===== config.mk =====
export PLATFORM = sky130hd
export DESIGN_NAME = wwd_top
export DESIGN_NICKNAME = d
export VERILOG_FILES = /design/src/rtl/wwd_pkg.sv /design/src/rtl/wwd_sync.sv /design/src/rtl/wwd_trigger_det.sv /design/src/rtl/wwd_top.sv
export SDC_FILE = /design/constraint.sdc
export NUM_CORES = 1
export LEC_CHECK = 0
export ABC_AREA = 1
export BUFFER_PORTS_ARGS = -buffer_cell sky130_fd_sc_hd__buf_2
export CAP_MARGIN = 20
export CORE_MARGIN = 3
export CORE_UTILIZATION = 60
export CTS_CLUSTER_SIZE = 20
export DETAILED_ROUTE_END_ITERATION = 6
export PLACE_DENSITY = 0.79
export SLEW_MARGIN = 20
export SYNTH_ARGS = -nofsm -noshare
export SYNTH_HDL_FRONTEND = slang
export SYNTH_SLANG_ARGS = --single-unit

===== constraint.sdc =====
create_clock -name clk -period 2.4 [get_ports clk]
set_input_delay 0.24 -clock clk [delete_from_list [all_inputs] [get_ports clk]]
set_output_delay 0.24 -clock clk [all_outputs]
set_load 0.03 [all_outputs]

===== src/rtl/wwd_pkg.sv =====
/*
 Package for the window watchdog and reset generator: timing constants,
 mode encodings and the packed status carrier.
 Assumes a single 40 MHz clock; all times are counted in cycles of it.

 // Operation
 // - Hold reset low for the reset delay after power-on, then release.
 // - Reset rising starts an ignore window that disregards the trigger input.
 // - Ignore window end starts a long open window of four standard windows.
 // - Valid trigger in long open window starts a closed window at once.
 // - A falling edge on the trigger input is the trigger event.
 // - Valid trigger: two high samples then two low, sampled every 0.5 ms.
 // - Closed window end starts a standard open window at once.
 // - Valid trigger ends the standard open window at once.
 // - No trigger before standard open window ends asserts reset.
 // - Trigger during a closed window asserts reset.
 // - Output voltage below threshold drives reset low.
 // - On the 3.3 V variant, low input voltage also asserts reset.
 // - Watchdog state slow, fast or off comes from two mode pins.
 // - Enable input switches the regulator on or off.
 // - Thermal shutdown turns the regulator off.
 // - Fast reset delay only when both mode pins low, slow otherwise.
 // - Watchdog off while load current is low, back on when it rises.
*/
package wwd_pkg;
   localparam int unsigned CLK_HZ = 40_000_000;
   localparam int unsigned SAMPLE_US = 500;
   localparam int unsigned SAMPLE_CYC = (CLK_HZ / 1_000_000) * SAMPLE_US;
   // Window lengths in ms; the top converts them to 0.5 ms ticks
   localparam int unsigned RESET_DELAY_FAST_MS = 16;
   localparam int unsigned RESET_DELAY_SLOW_MS = 32;
   localparam int unsigned WINDOW_FAST_MS = 32;
   localparam int unsigned WINDOW_SLOW_MS = 64;
   localparam int unsigned LONG_OPEN_MULT = 4;
   localparam int unsigned TICKS_PER_MS = 2;
   localparam int unsigned TICK_W = 10;
   localparam int unsigned SAMPLE_W = 16;

   typedef enum logic [1:0] {
      WWD_MODE_FAST = 2'b00,
      WWD_MODE_SLOW = 2'b01,
      WWD_MODE_OFF  = 2'b10
   } wwd_mode_t;

   typedef enum logic [2:0] {
      WWD_ST_RESET  = 3'b000,
      WWD_ST_IGNORE = 3'b001,
      WWD_ST_LONG   = 3'b010,
      WWD_ST_CLOSED = 3'b011,
      WWD_ST_OPEN   = 3'b100
   } wwd_state_t;

   typedef struct packed {
      logic vout_low;
      logic vin_low;
      logic enable;
      logic thermal_sd;
      logic load_low;
      logic load_high;
   } wwd_status_t;
endpackage


===== src/rtl/wwd_sync.sv =====
/*
 Two flip-flop synchroniser for a bus of asynchronous levels.
 Assumes inputs come from pins or analog comparators outside clk.
*/
`timescale 1ns/100ps
`default_nettype none
module wwd_sync #(
   parameter int unsigned WIDTH = 1
) (
   // Clock and reset
   input wire logic clk,
   input wire logic rst_n,
   // Data
   input wire logic [WIDTH-1:0] d,
   output logic [WIDTH-1:0] q
);
   logic [WIDTH-1:0] meta;

   always_ff @(posedge clk or negedge rst_n) begin
      if (!rst_n) begin
         meta <= '0;
         q <= '0;
      end else begin
         meta <= d;
         q <= meta;
      end
   end
endmodule
`default_nettype wire


===== src/rtl/wwd_trigger_det.sv =====
/*
 Trigger decoder: samples the synchronised trigger line once per tick and
 flags a valid falling trigger (high, high, low, low).
 Assumes tick is a one-cycle pulse every 0.5 ms on the same clock.
*/
`timescale 1ns/100ps
`default_nettype none
module wwd_trigger_det
   import wwd_pkg::*;
(
   // Clock and reset
   input wire logic clk,
   input wire logic rst_n,
   // Sampling
   input wire logic tick,
   input wire logic trig_sync,
   // Result
   output logic valid_trig
);
   logic [3:0] hist;
   logic [3:0] next_hist;
   wire pattern_hit;

   assign next_hist = {hist[2:0], trig_sync};
   // Oldest two high, newest two low marks a falling edge
   assign pattern_hit = tick && (next_hist == 4'b1100);

   always_ff @(posedge clk or negedge rst_n) begin
      if (!rst_n) begin
         hist <= 4'h0;
         valid_trig <= 1'b0;
      end else begin
         if (tick) begin
            hist <= next_hist;
         end
         valid_trig <= pattern_hit;
      end
   end
endmodule
`default_nettype wire


===== src/rtl/wwd_top.sv =====
/*
 Window watchdog and reset generator. Holds the processor reset, runs the
 ignore, long open, closed and open windows, and gates the regulator.
 Assumes all status inputs and pins are asynchronous and pass a
 synchroniser; the processor drives trigger pulses at the nominal period.
*/
`timescale 1ns/100ps
`default_nettype none
module wwd_top
   import wwd_pkg::*;
#(
   parameter int unsigned SAMPLE_CYCLES = SAMPLE_CYC,
   parameter logic IS_3V3 = 1'b0
) (
   // Clock and reset
   input wire logic clk,
   input wire logic rst_n,
   // Processor side
   input wire logic wd_trigger_in,
   output logic reset_out_n,
   output logic reset_out_oe,
   // Strap pins
   input wire logic mode_sel_a,
   input wire logic mode_sel_b,
   // Analog comparator status
   input wire logic vout_low,
   input wire logic vin_low,
   input wire logic enable_in,
   input wire logic thermal_sd,
   input wire logic load_low,
   input wire logic load_high,
   // Regulator and observation
   output logic regulator_on,
   output logic wd_active,
   output logic [2:0] wd_state
);
   // ----------------------------------------------------------------
   // Synchronisers
   // ----------------------------------------------------------------
   wwd_status_t stat_raw;
   wwd_status_t stat;
   logic [2:0] pins_sync;
   logic trig_s;
   logic sel_a_s;
   logic sel_b_s;

   assign stat_raw = '{vout_low: vout_low, vin_low: vin_low, enable: enable_in,
                       thermal_sd: thermal_sd, load_low: load_low,
                       load_high: load_high};

   wwd_sync #(.WIDTH(6)) u_stat_sync (
      .clk(clk),
      .rst_n(rst_n),
      .d(stat_raw),
      .q(stat)
   );

   wwd_sync #(.WIDTH(3)) u_pin_sync (
      .clk(clk),
      .rst_n(rst_n),
      .d({wd_trigger_in, mode_sel_a, mode_sel_b}),
      .q(pins_sync)
   );

   assign trig_s = pins_sync[2];
   assign sel_a_s = pins_sync[1];
   assign sel_b_s = pins_sync[0];

   // ----------------------------------------------------------------
   // Mode decode and durations
   // ----------------------------------------------------------------
   wwd_mode_t mode;
   logic fast;
   logic [TICK_W-1:0] delay_ticks;
   logic [TICK_W-1:0] win_ticks;
   logic [TICK_W-1:0] long_ticks;

   function automatic logic [TICK_W-1:0] ms_ticks(input int unsigned ms);
      ms_ticks = TICK_W'(ms * TICKS_PER_MS);
   endfunction

   // Both low is fast, low/high is slow, a high on select A turns it off
   assign mode = sel_a_s ? WWD_MODE_OFF :
                 (sel_b_s ? WWD_MODE_SLOW : WWD_MODE_FAST);
   assign fast = !sel_a_s && !sel_b_s;
   assign delay_ticks = fast ? ms_ticks(RESET_DELAY_FAST_MS)
                             : ms_ticks(RESET_DELAY_SLOW_MS);
   assign win_ticks = (mode == WWD_MODE_SLOW) ? ms_ticks(WINDOW_SLOW_MS)
                                               : ms_ticks(WINDOW_FAST_MS);
   assign long_ticks = TICK_W'(win_ticks * LONG_OPEN_MULT);

   // ----------------------------------------------------------------
   // Sample tick
   // ----------------------------------------------------------------
   logic [SAMPLE_W-1:0] pre;
   logic tick;

   assign tick = (pre == SAMPLE_W'(SAMPLE_CYCLES - 1));

   always_ff @(posedge clk or negedge rst_n) begin
      if (!rst_n) begin
         pre <= '0;
      end else begin
         pre <= tick ? '0 : pre + SAMPLE_W'(1);
      end
   end

   // ----------------------------------------------------------------
   // Trigger decoder
   // ----------------------------------------------------------------
   logic valid_trig;

   wwd_trigger_det u_trig (
      .clk(clk),
      .rst_n(rst_n),
      .tick(tick),
      .trig_sync(trig_s),
      .valid_trig(valid_trig)
   );

   // ----------------------------------------------------------------
   // Watchdog enable from load current
   // ----------------------------------------------------------------
   logic load_ok;

   // Hysteresis: hold the last decision between the two thresholds
   always_ff @(posedge clk or negedge rst_n) begin
      if (!rst_n) begin
         load_ok <= 1'b1;
      end else if (stat.load_low) begin
         load_ok <= 1'b0;
      end else if (stat.load_high) begin
         load_ok <= 1'b1;
      end
   end

   logic supply_fault;
   logic wd_on;

   assign supply_fault = stat.vout_low || (IS_3V3 && stat.vin_low);
   assign wd_on = load_ok && (mode != WWD_MODE_OFF);

   // ----------------------------------------------------------------
   // Window state machine
   // ----------------------------------------------------------------
   wwd_state_t state;
   wwd_state_t next_state;
   logic [TICK_W-1:0] cnt;
   logic [TICK_W-1:0] next_cnt;
   logic expired;

   assign expired = tick && (cnt == TICK_W'(1));

   always_comb begin
      next_state = state;
      next_cnt = cnt;
      if (tick && cnt != '0) begin
         next_cnt = cnt - TICK_W'(1);
      end
      if (supply_fault) begin
         // Undervoltage restarts the delay so release waits a full period
         next_state = WWD_ST_RESET;
         next_cnt = delay_ticks;
      end else begin
         unique case (state)
            WWD_ST_RESET: begin
               if (expired) begin
                  next_state = WWD_ST_IGNORE;
                  next_cnt = win_ticks;
               end else if (tick && cnt > delay_ticks) begin
                  // Straps have settled by the first tick; trim to the fast delay
                  next_cnt = delay_ticks - TICK_W'(1);
               end
            end
            WWD_ST_IGNORE: begin
               // Trigger activity is not looked at here
               if (expired) begin
                  next_state = WWD_ST_LONG;
                  next_cnt = long_ticks;
               end
            end
            WWD_ST_LONG: begin
               if (!wd_on) begin
                  next_cnt = long_ticks;
               end else if (valid_trig) begin
                  next_state = WWD_ST_CLOSED;
                  next_cnt = win_ticks;
               end else if (expired) begin
                  next_state = WWD_ST_RESET;
                  next_cnt = delay_ticks;
               end
            end
            WWD_ST_CLOSED: begin
               if (!wd_on) begin
                  next_state = WWD_ST_LONG;
                  next_cnt = long_ticks;
               end else if (valid_trig) begin
                  next_state = WWD_ST_RESET;
                  next_cnt = delay_ticks;
               end else if (expired) begin
                  next_state = WWD_ST_OPEN;
                  next_cnt = win_ticks;
               end
            end
            WWD_ST_OPEN: begin
               if (!wd_on) begin
                  next_state = WWD_ST_LONG;
                  next_cnt = long_ticks;
               end else if (valid_trig) begin
                  next_state = WWD_ST_CLOSED;
                  next_cnt = win_ticks;
               end else if (expired) begin
                  next_state = WWD_ST_RESET;
                  next_cnt = delay_ticks;
               end
            end
            default: begin
               next_state = WWD_ST_RESET;
               next_cnt = delay_ticks;
            end
         endcase
      end
   end

   // Count loads at the slow delay on reset; the first tick trims it if fast
   always_ff @(posedge clk or negedge rst_n) begin
      if (!rst_n) begin
         state <= WWD_ST_RESET;
         cnt <= TICK_W'(RESET_DELAY_SLOW_MS * TICKS_PER_MS);
      end else begin
         state <= next_state;
         cnt <= next_cnt;
      end
   end

   // ----------------------------------------------------------------
   // Outputs
   // ----------------------------------------------------------------
   logic next_reg_on;

   assign next_reg_on = stat.enable && !stat.thermal_sd;

   always_ff @(posedge clk or negedge rst_n) begin
      if (!rst_n) begin
         reset_out_n <= 1'b0;
         reset_out_oe <= 1'b1;
         regulator_on <= 1'b0;
         wd_active <= 1'b0;
         wd_state <= 3'h0;
      end else begin
         // Open drain: drive low only while reset is held
         reset_out_n <= (next_state != WWD_ST_RESET);
         reset_out_oe <= (next_state == WWD_ST_RESET);
         regulator_on <= next_reg_on;
         wd_active <= wd_on;
         wd_state <= next_state;
      end
   end
endmodule
`default_nettype wire


==> metrics <==
number of routed nets with antenna violations 0; register bit count reported by yosys 54; largest net degree at the start of global routing 55; startpoint kind of the worst setup timing path flop; worst endpoint data arrival time 2260 ps; worst-skew pair later-pin latency 310 ps; Design Power roughly 0.0016 W; final count of hold timing violations 0; number of slew-limit violations in the final report 0; TritonCTS clock tree yes; share of synthesized registers carrying an async set or reset 100%; Least-Margin Pin Slew 649 ps; Warnings, synthesis 0; category of the critical setup timing path flop to flop; number of antenna violations at the first check in global routing 0; floorplan die area 5540 sq um; Slew headroom between 50% and 60%; Clock Root Buffer sky130_fd_sc_hd__clkbuf_8; DRC violations left 0; maximum resistive drop on vdd around 0.46 mV; R2R Setup Slk 390 ps; area of the core region 4440 sq um; chip width around 74 microns; Fin Setup TNS 0 ps; post-route clock skew 8.11 ps; initial standard-cell utilization of the core a little over three fifths; CTS clk-pin slew, worst paths roughly 100 ps; most used cells in the layout excluding fill and tap cells sky130_fd_sc_hd__nand2_1, sky130_fd_sc_hd__inv_1, sky130_fd_sc_hd__nor2_1; area share of the leading cell type in the synthesized netlist 45.4%; post-synth design cell area 2810 sq um; critical path fanouts, max 12; Area Growth Syn to Fin 8.50%; input/output buffers 16; nets@finish between 400 and 500; number of CTS-inserted buffers 5; fraction of layout instances using a drive strength above 1 between 10 and 15%; Primary FF master, synth sky130_fd_sc_hd__dfrtp_1; max_cap viols 0; sort of element at the end of the critical path flop; Mean Syn Cell Area 7.68 sq um; post-synth net total 380; final HPWL from detailed placement roughly 3.8 mm; Setup Fix Bufs, Post-CTS 0; first-pass GRT wire length around 8.6 mm; share of the yosys chip area belonging to registers 48.2%; EDFF count, synth 0; unrepaired setup endpoints after global routing no; top cell type by total area after synthesis sky130_fd_sc_hd__dfrtp_1; final critical path time including I/O delays and setup roughly 2000 ps; outcome finished, final reports clean; post-synth cell types 28; # setup viols final 0; final antenna diode count 0; gr usage total between 20% and 30%; DR vias between 2k and 2.5k; weighted congestion reported at the end of routability-driven placement around 0.89; drt pass-1 iters 4; leading cell type in the layout, fill and taps excluded sky130_fd_sc_hd__nand2_1; TritonCTS Sinks between 50 and 60; r2r worst-path depth 12; CTS H-Tree Depth 2; GRT overflow 0; count of routing violations after the opening detailed-route iteration roughly 110; gate count after technology mapping 366; die height 74.5 microns; leakage dissipation about 1.6 nW; number of placement rows 24; largest cells by area after synthesis sky130_fd_sc_hd__dfrtp_1, sky130_fd_sc_hd__nand2_1, sky130_fd_sc_hd__inv_1; capture instance of the worst register-to-register path reset_out_n; RR Startpoint pre[0]; highest attainable clock frequency ~500 MHz; class of the tightest hold or removal check primary input to async pin; vias per inst 5.17; final wirelength ~4.9 mm; power per cell area 515 nW/um^2; period utilization a little over four fifths; data required time of the worst path ~2700 ps; number of cells upsized or downsized after cts 0; CTS max path bufs 2; average routed wire per standard cell between 10 and 15 microns; number of fill cells in the layout about 370; number of global-route vias before repair around 2.1k; total I/O pin count 18; Hold Buf Count CTS 0
-- sequential cells by signal (all words and copies together), names as in the netlist --
signal	cells
u_stat_sync.meta	5
wd_state	3
u_pin_sync.q	3
u_trig.hist	3
pre	16
regulator_on	1
u_trig.valid_trig	1
u_pin_sync.meta	3
u_stat_sync.q	5
reset_out_oe	1
load_ok	1
reset_out_n	1
cnt	10
wd_active	1
-- how the worst max path moves through the flow --
stage | from | cells after the start | endpoint | slack (ps)
floorplan | cnt[0] | 13 | cnt[6] | 730
global placement | pre[0] | 12 | reset_out_n | 450
detailed placement | pre[0] | 12 | reset_out_n | 420
CTS | pre[0] | 12 | reset_out_n | 380
global route | pre[0] | 11 | reset_out_n | 180
finish | pre[0] | 12 | reset_out_n | 390
-- stage by stage --
step                      hold slack, ps  setup slack, ps  instances  area [sq um]  utilization [%]
after floorplan                    -55.6              733        366          2810                -
after global placement               332              450        434          2950             66.4
after detailed placement             336              418        434          2950             66.4
after CTS                           16.1              382        442          3050             68.6
after global routing                3.62              179        442          3050             68.6
final                               30.5              394        442          3050             68.6
-- cell usage after synthesis, types with 5 or more instances --
| cell | n |
|---|---|
| sky130_fd_sc_hd__nand2_1 | 94 |
| sky130_fd_sc_hd__inv_1 | 58 |
| sky130_fd_sc_hd__nor2_1 | 52 |
| sky130_fd_sc_hd__dfrtp_1 | 51 |
| sky130_fd_sc_hd__nand3_1 | 25 |
| sky130_fd_sc_hd__a21oi_1 | 13 |
| sky130_fd_sc_hd__o21ai_0 | 12 |
| sky130_fd_sc_hd__xor2_1 | 10 |
| sky130_fd_sc_hd__nand4_1 | 8 |
| sky130_fd_sc_hd__nor3_1 | 7 |
| sky130_fd_sc_hd__nand2_2 | 6 |
| sky130_fd_sc_hd__nor2_2 | 5 |
-- cell families (layout without fill, tap and decap cells) --
group | count (synthesis) | count (layout) | share of synthesized area (%)
simple gates | 202 | 202 | 31.1
xor+xnor | 12 | 12 | 3.74
flops | 54 | 54 | 48.2
compound gates | 34 | 34 | 7.12
buf+inv | 61 | 85 | 8.54
fa+ha+maj | 3 | 3 | 1.34
-- layout make-up --
type                            count  area [sq um]  area share [%]
Timing Repair Buffer               18          95.1            3.12
Clock inverter                      3          28.8           0.943
Clock buffer                        5          68.8            2.26
Inverter                           59           221            7.26
Sequential cell                    54          1360            44.4
Tap cell                           52          65.1            2.13
Multi-Input combinational cell    251          1220            39.9
-- per-layer routing --
layer  GRT usage (%)  up-vias  wire [microns]
met3            4.46        7             218
met2            33.3       54            2330
met1            25.9     1037            2310
met5               0        -               0
met4            8.50        0              91
li1                -     1186               -
-- where the power goes --
part	switching, W	internal [W]	total (W)
clock network	0.000320	0.000219	0.000539
logic	0.0000608	0.0000280	0.0000888
registers	0.0000111	0.000931	0.000942
total	0.000392	0.00118	0.00157
-- critical path, stage by stage, from the launching register on --
cell and delay, ps:
sky130_fd_sc_hd__dfrtp_1 380, sky130_fd_sc_hd__ha_1 190, sky130_fd_sc_hd__nand2_2 80, sky130_fd_sc_hd__nor2_2 130
sky130_fd_sc_hd__nand2_1 100, sky130_fd_sc_hd__nor2_4 240, sky130_fd_sc_hd__nand2_2 240, sky130_fd_sc_hd__nand2_1 110
sky130_fd_sc_hd__nand3_1 60, sky130_fd_sc_hd__or2_1 250, sky130_fd_sc_hd__nand2_1 90, sky130_fd_sc_hd__inv_1 40
sky130_fd_sc_hd__nand2_1 40
(Power assumes the default switching activity.)
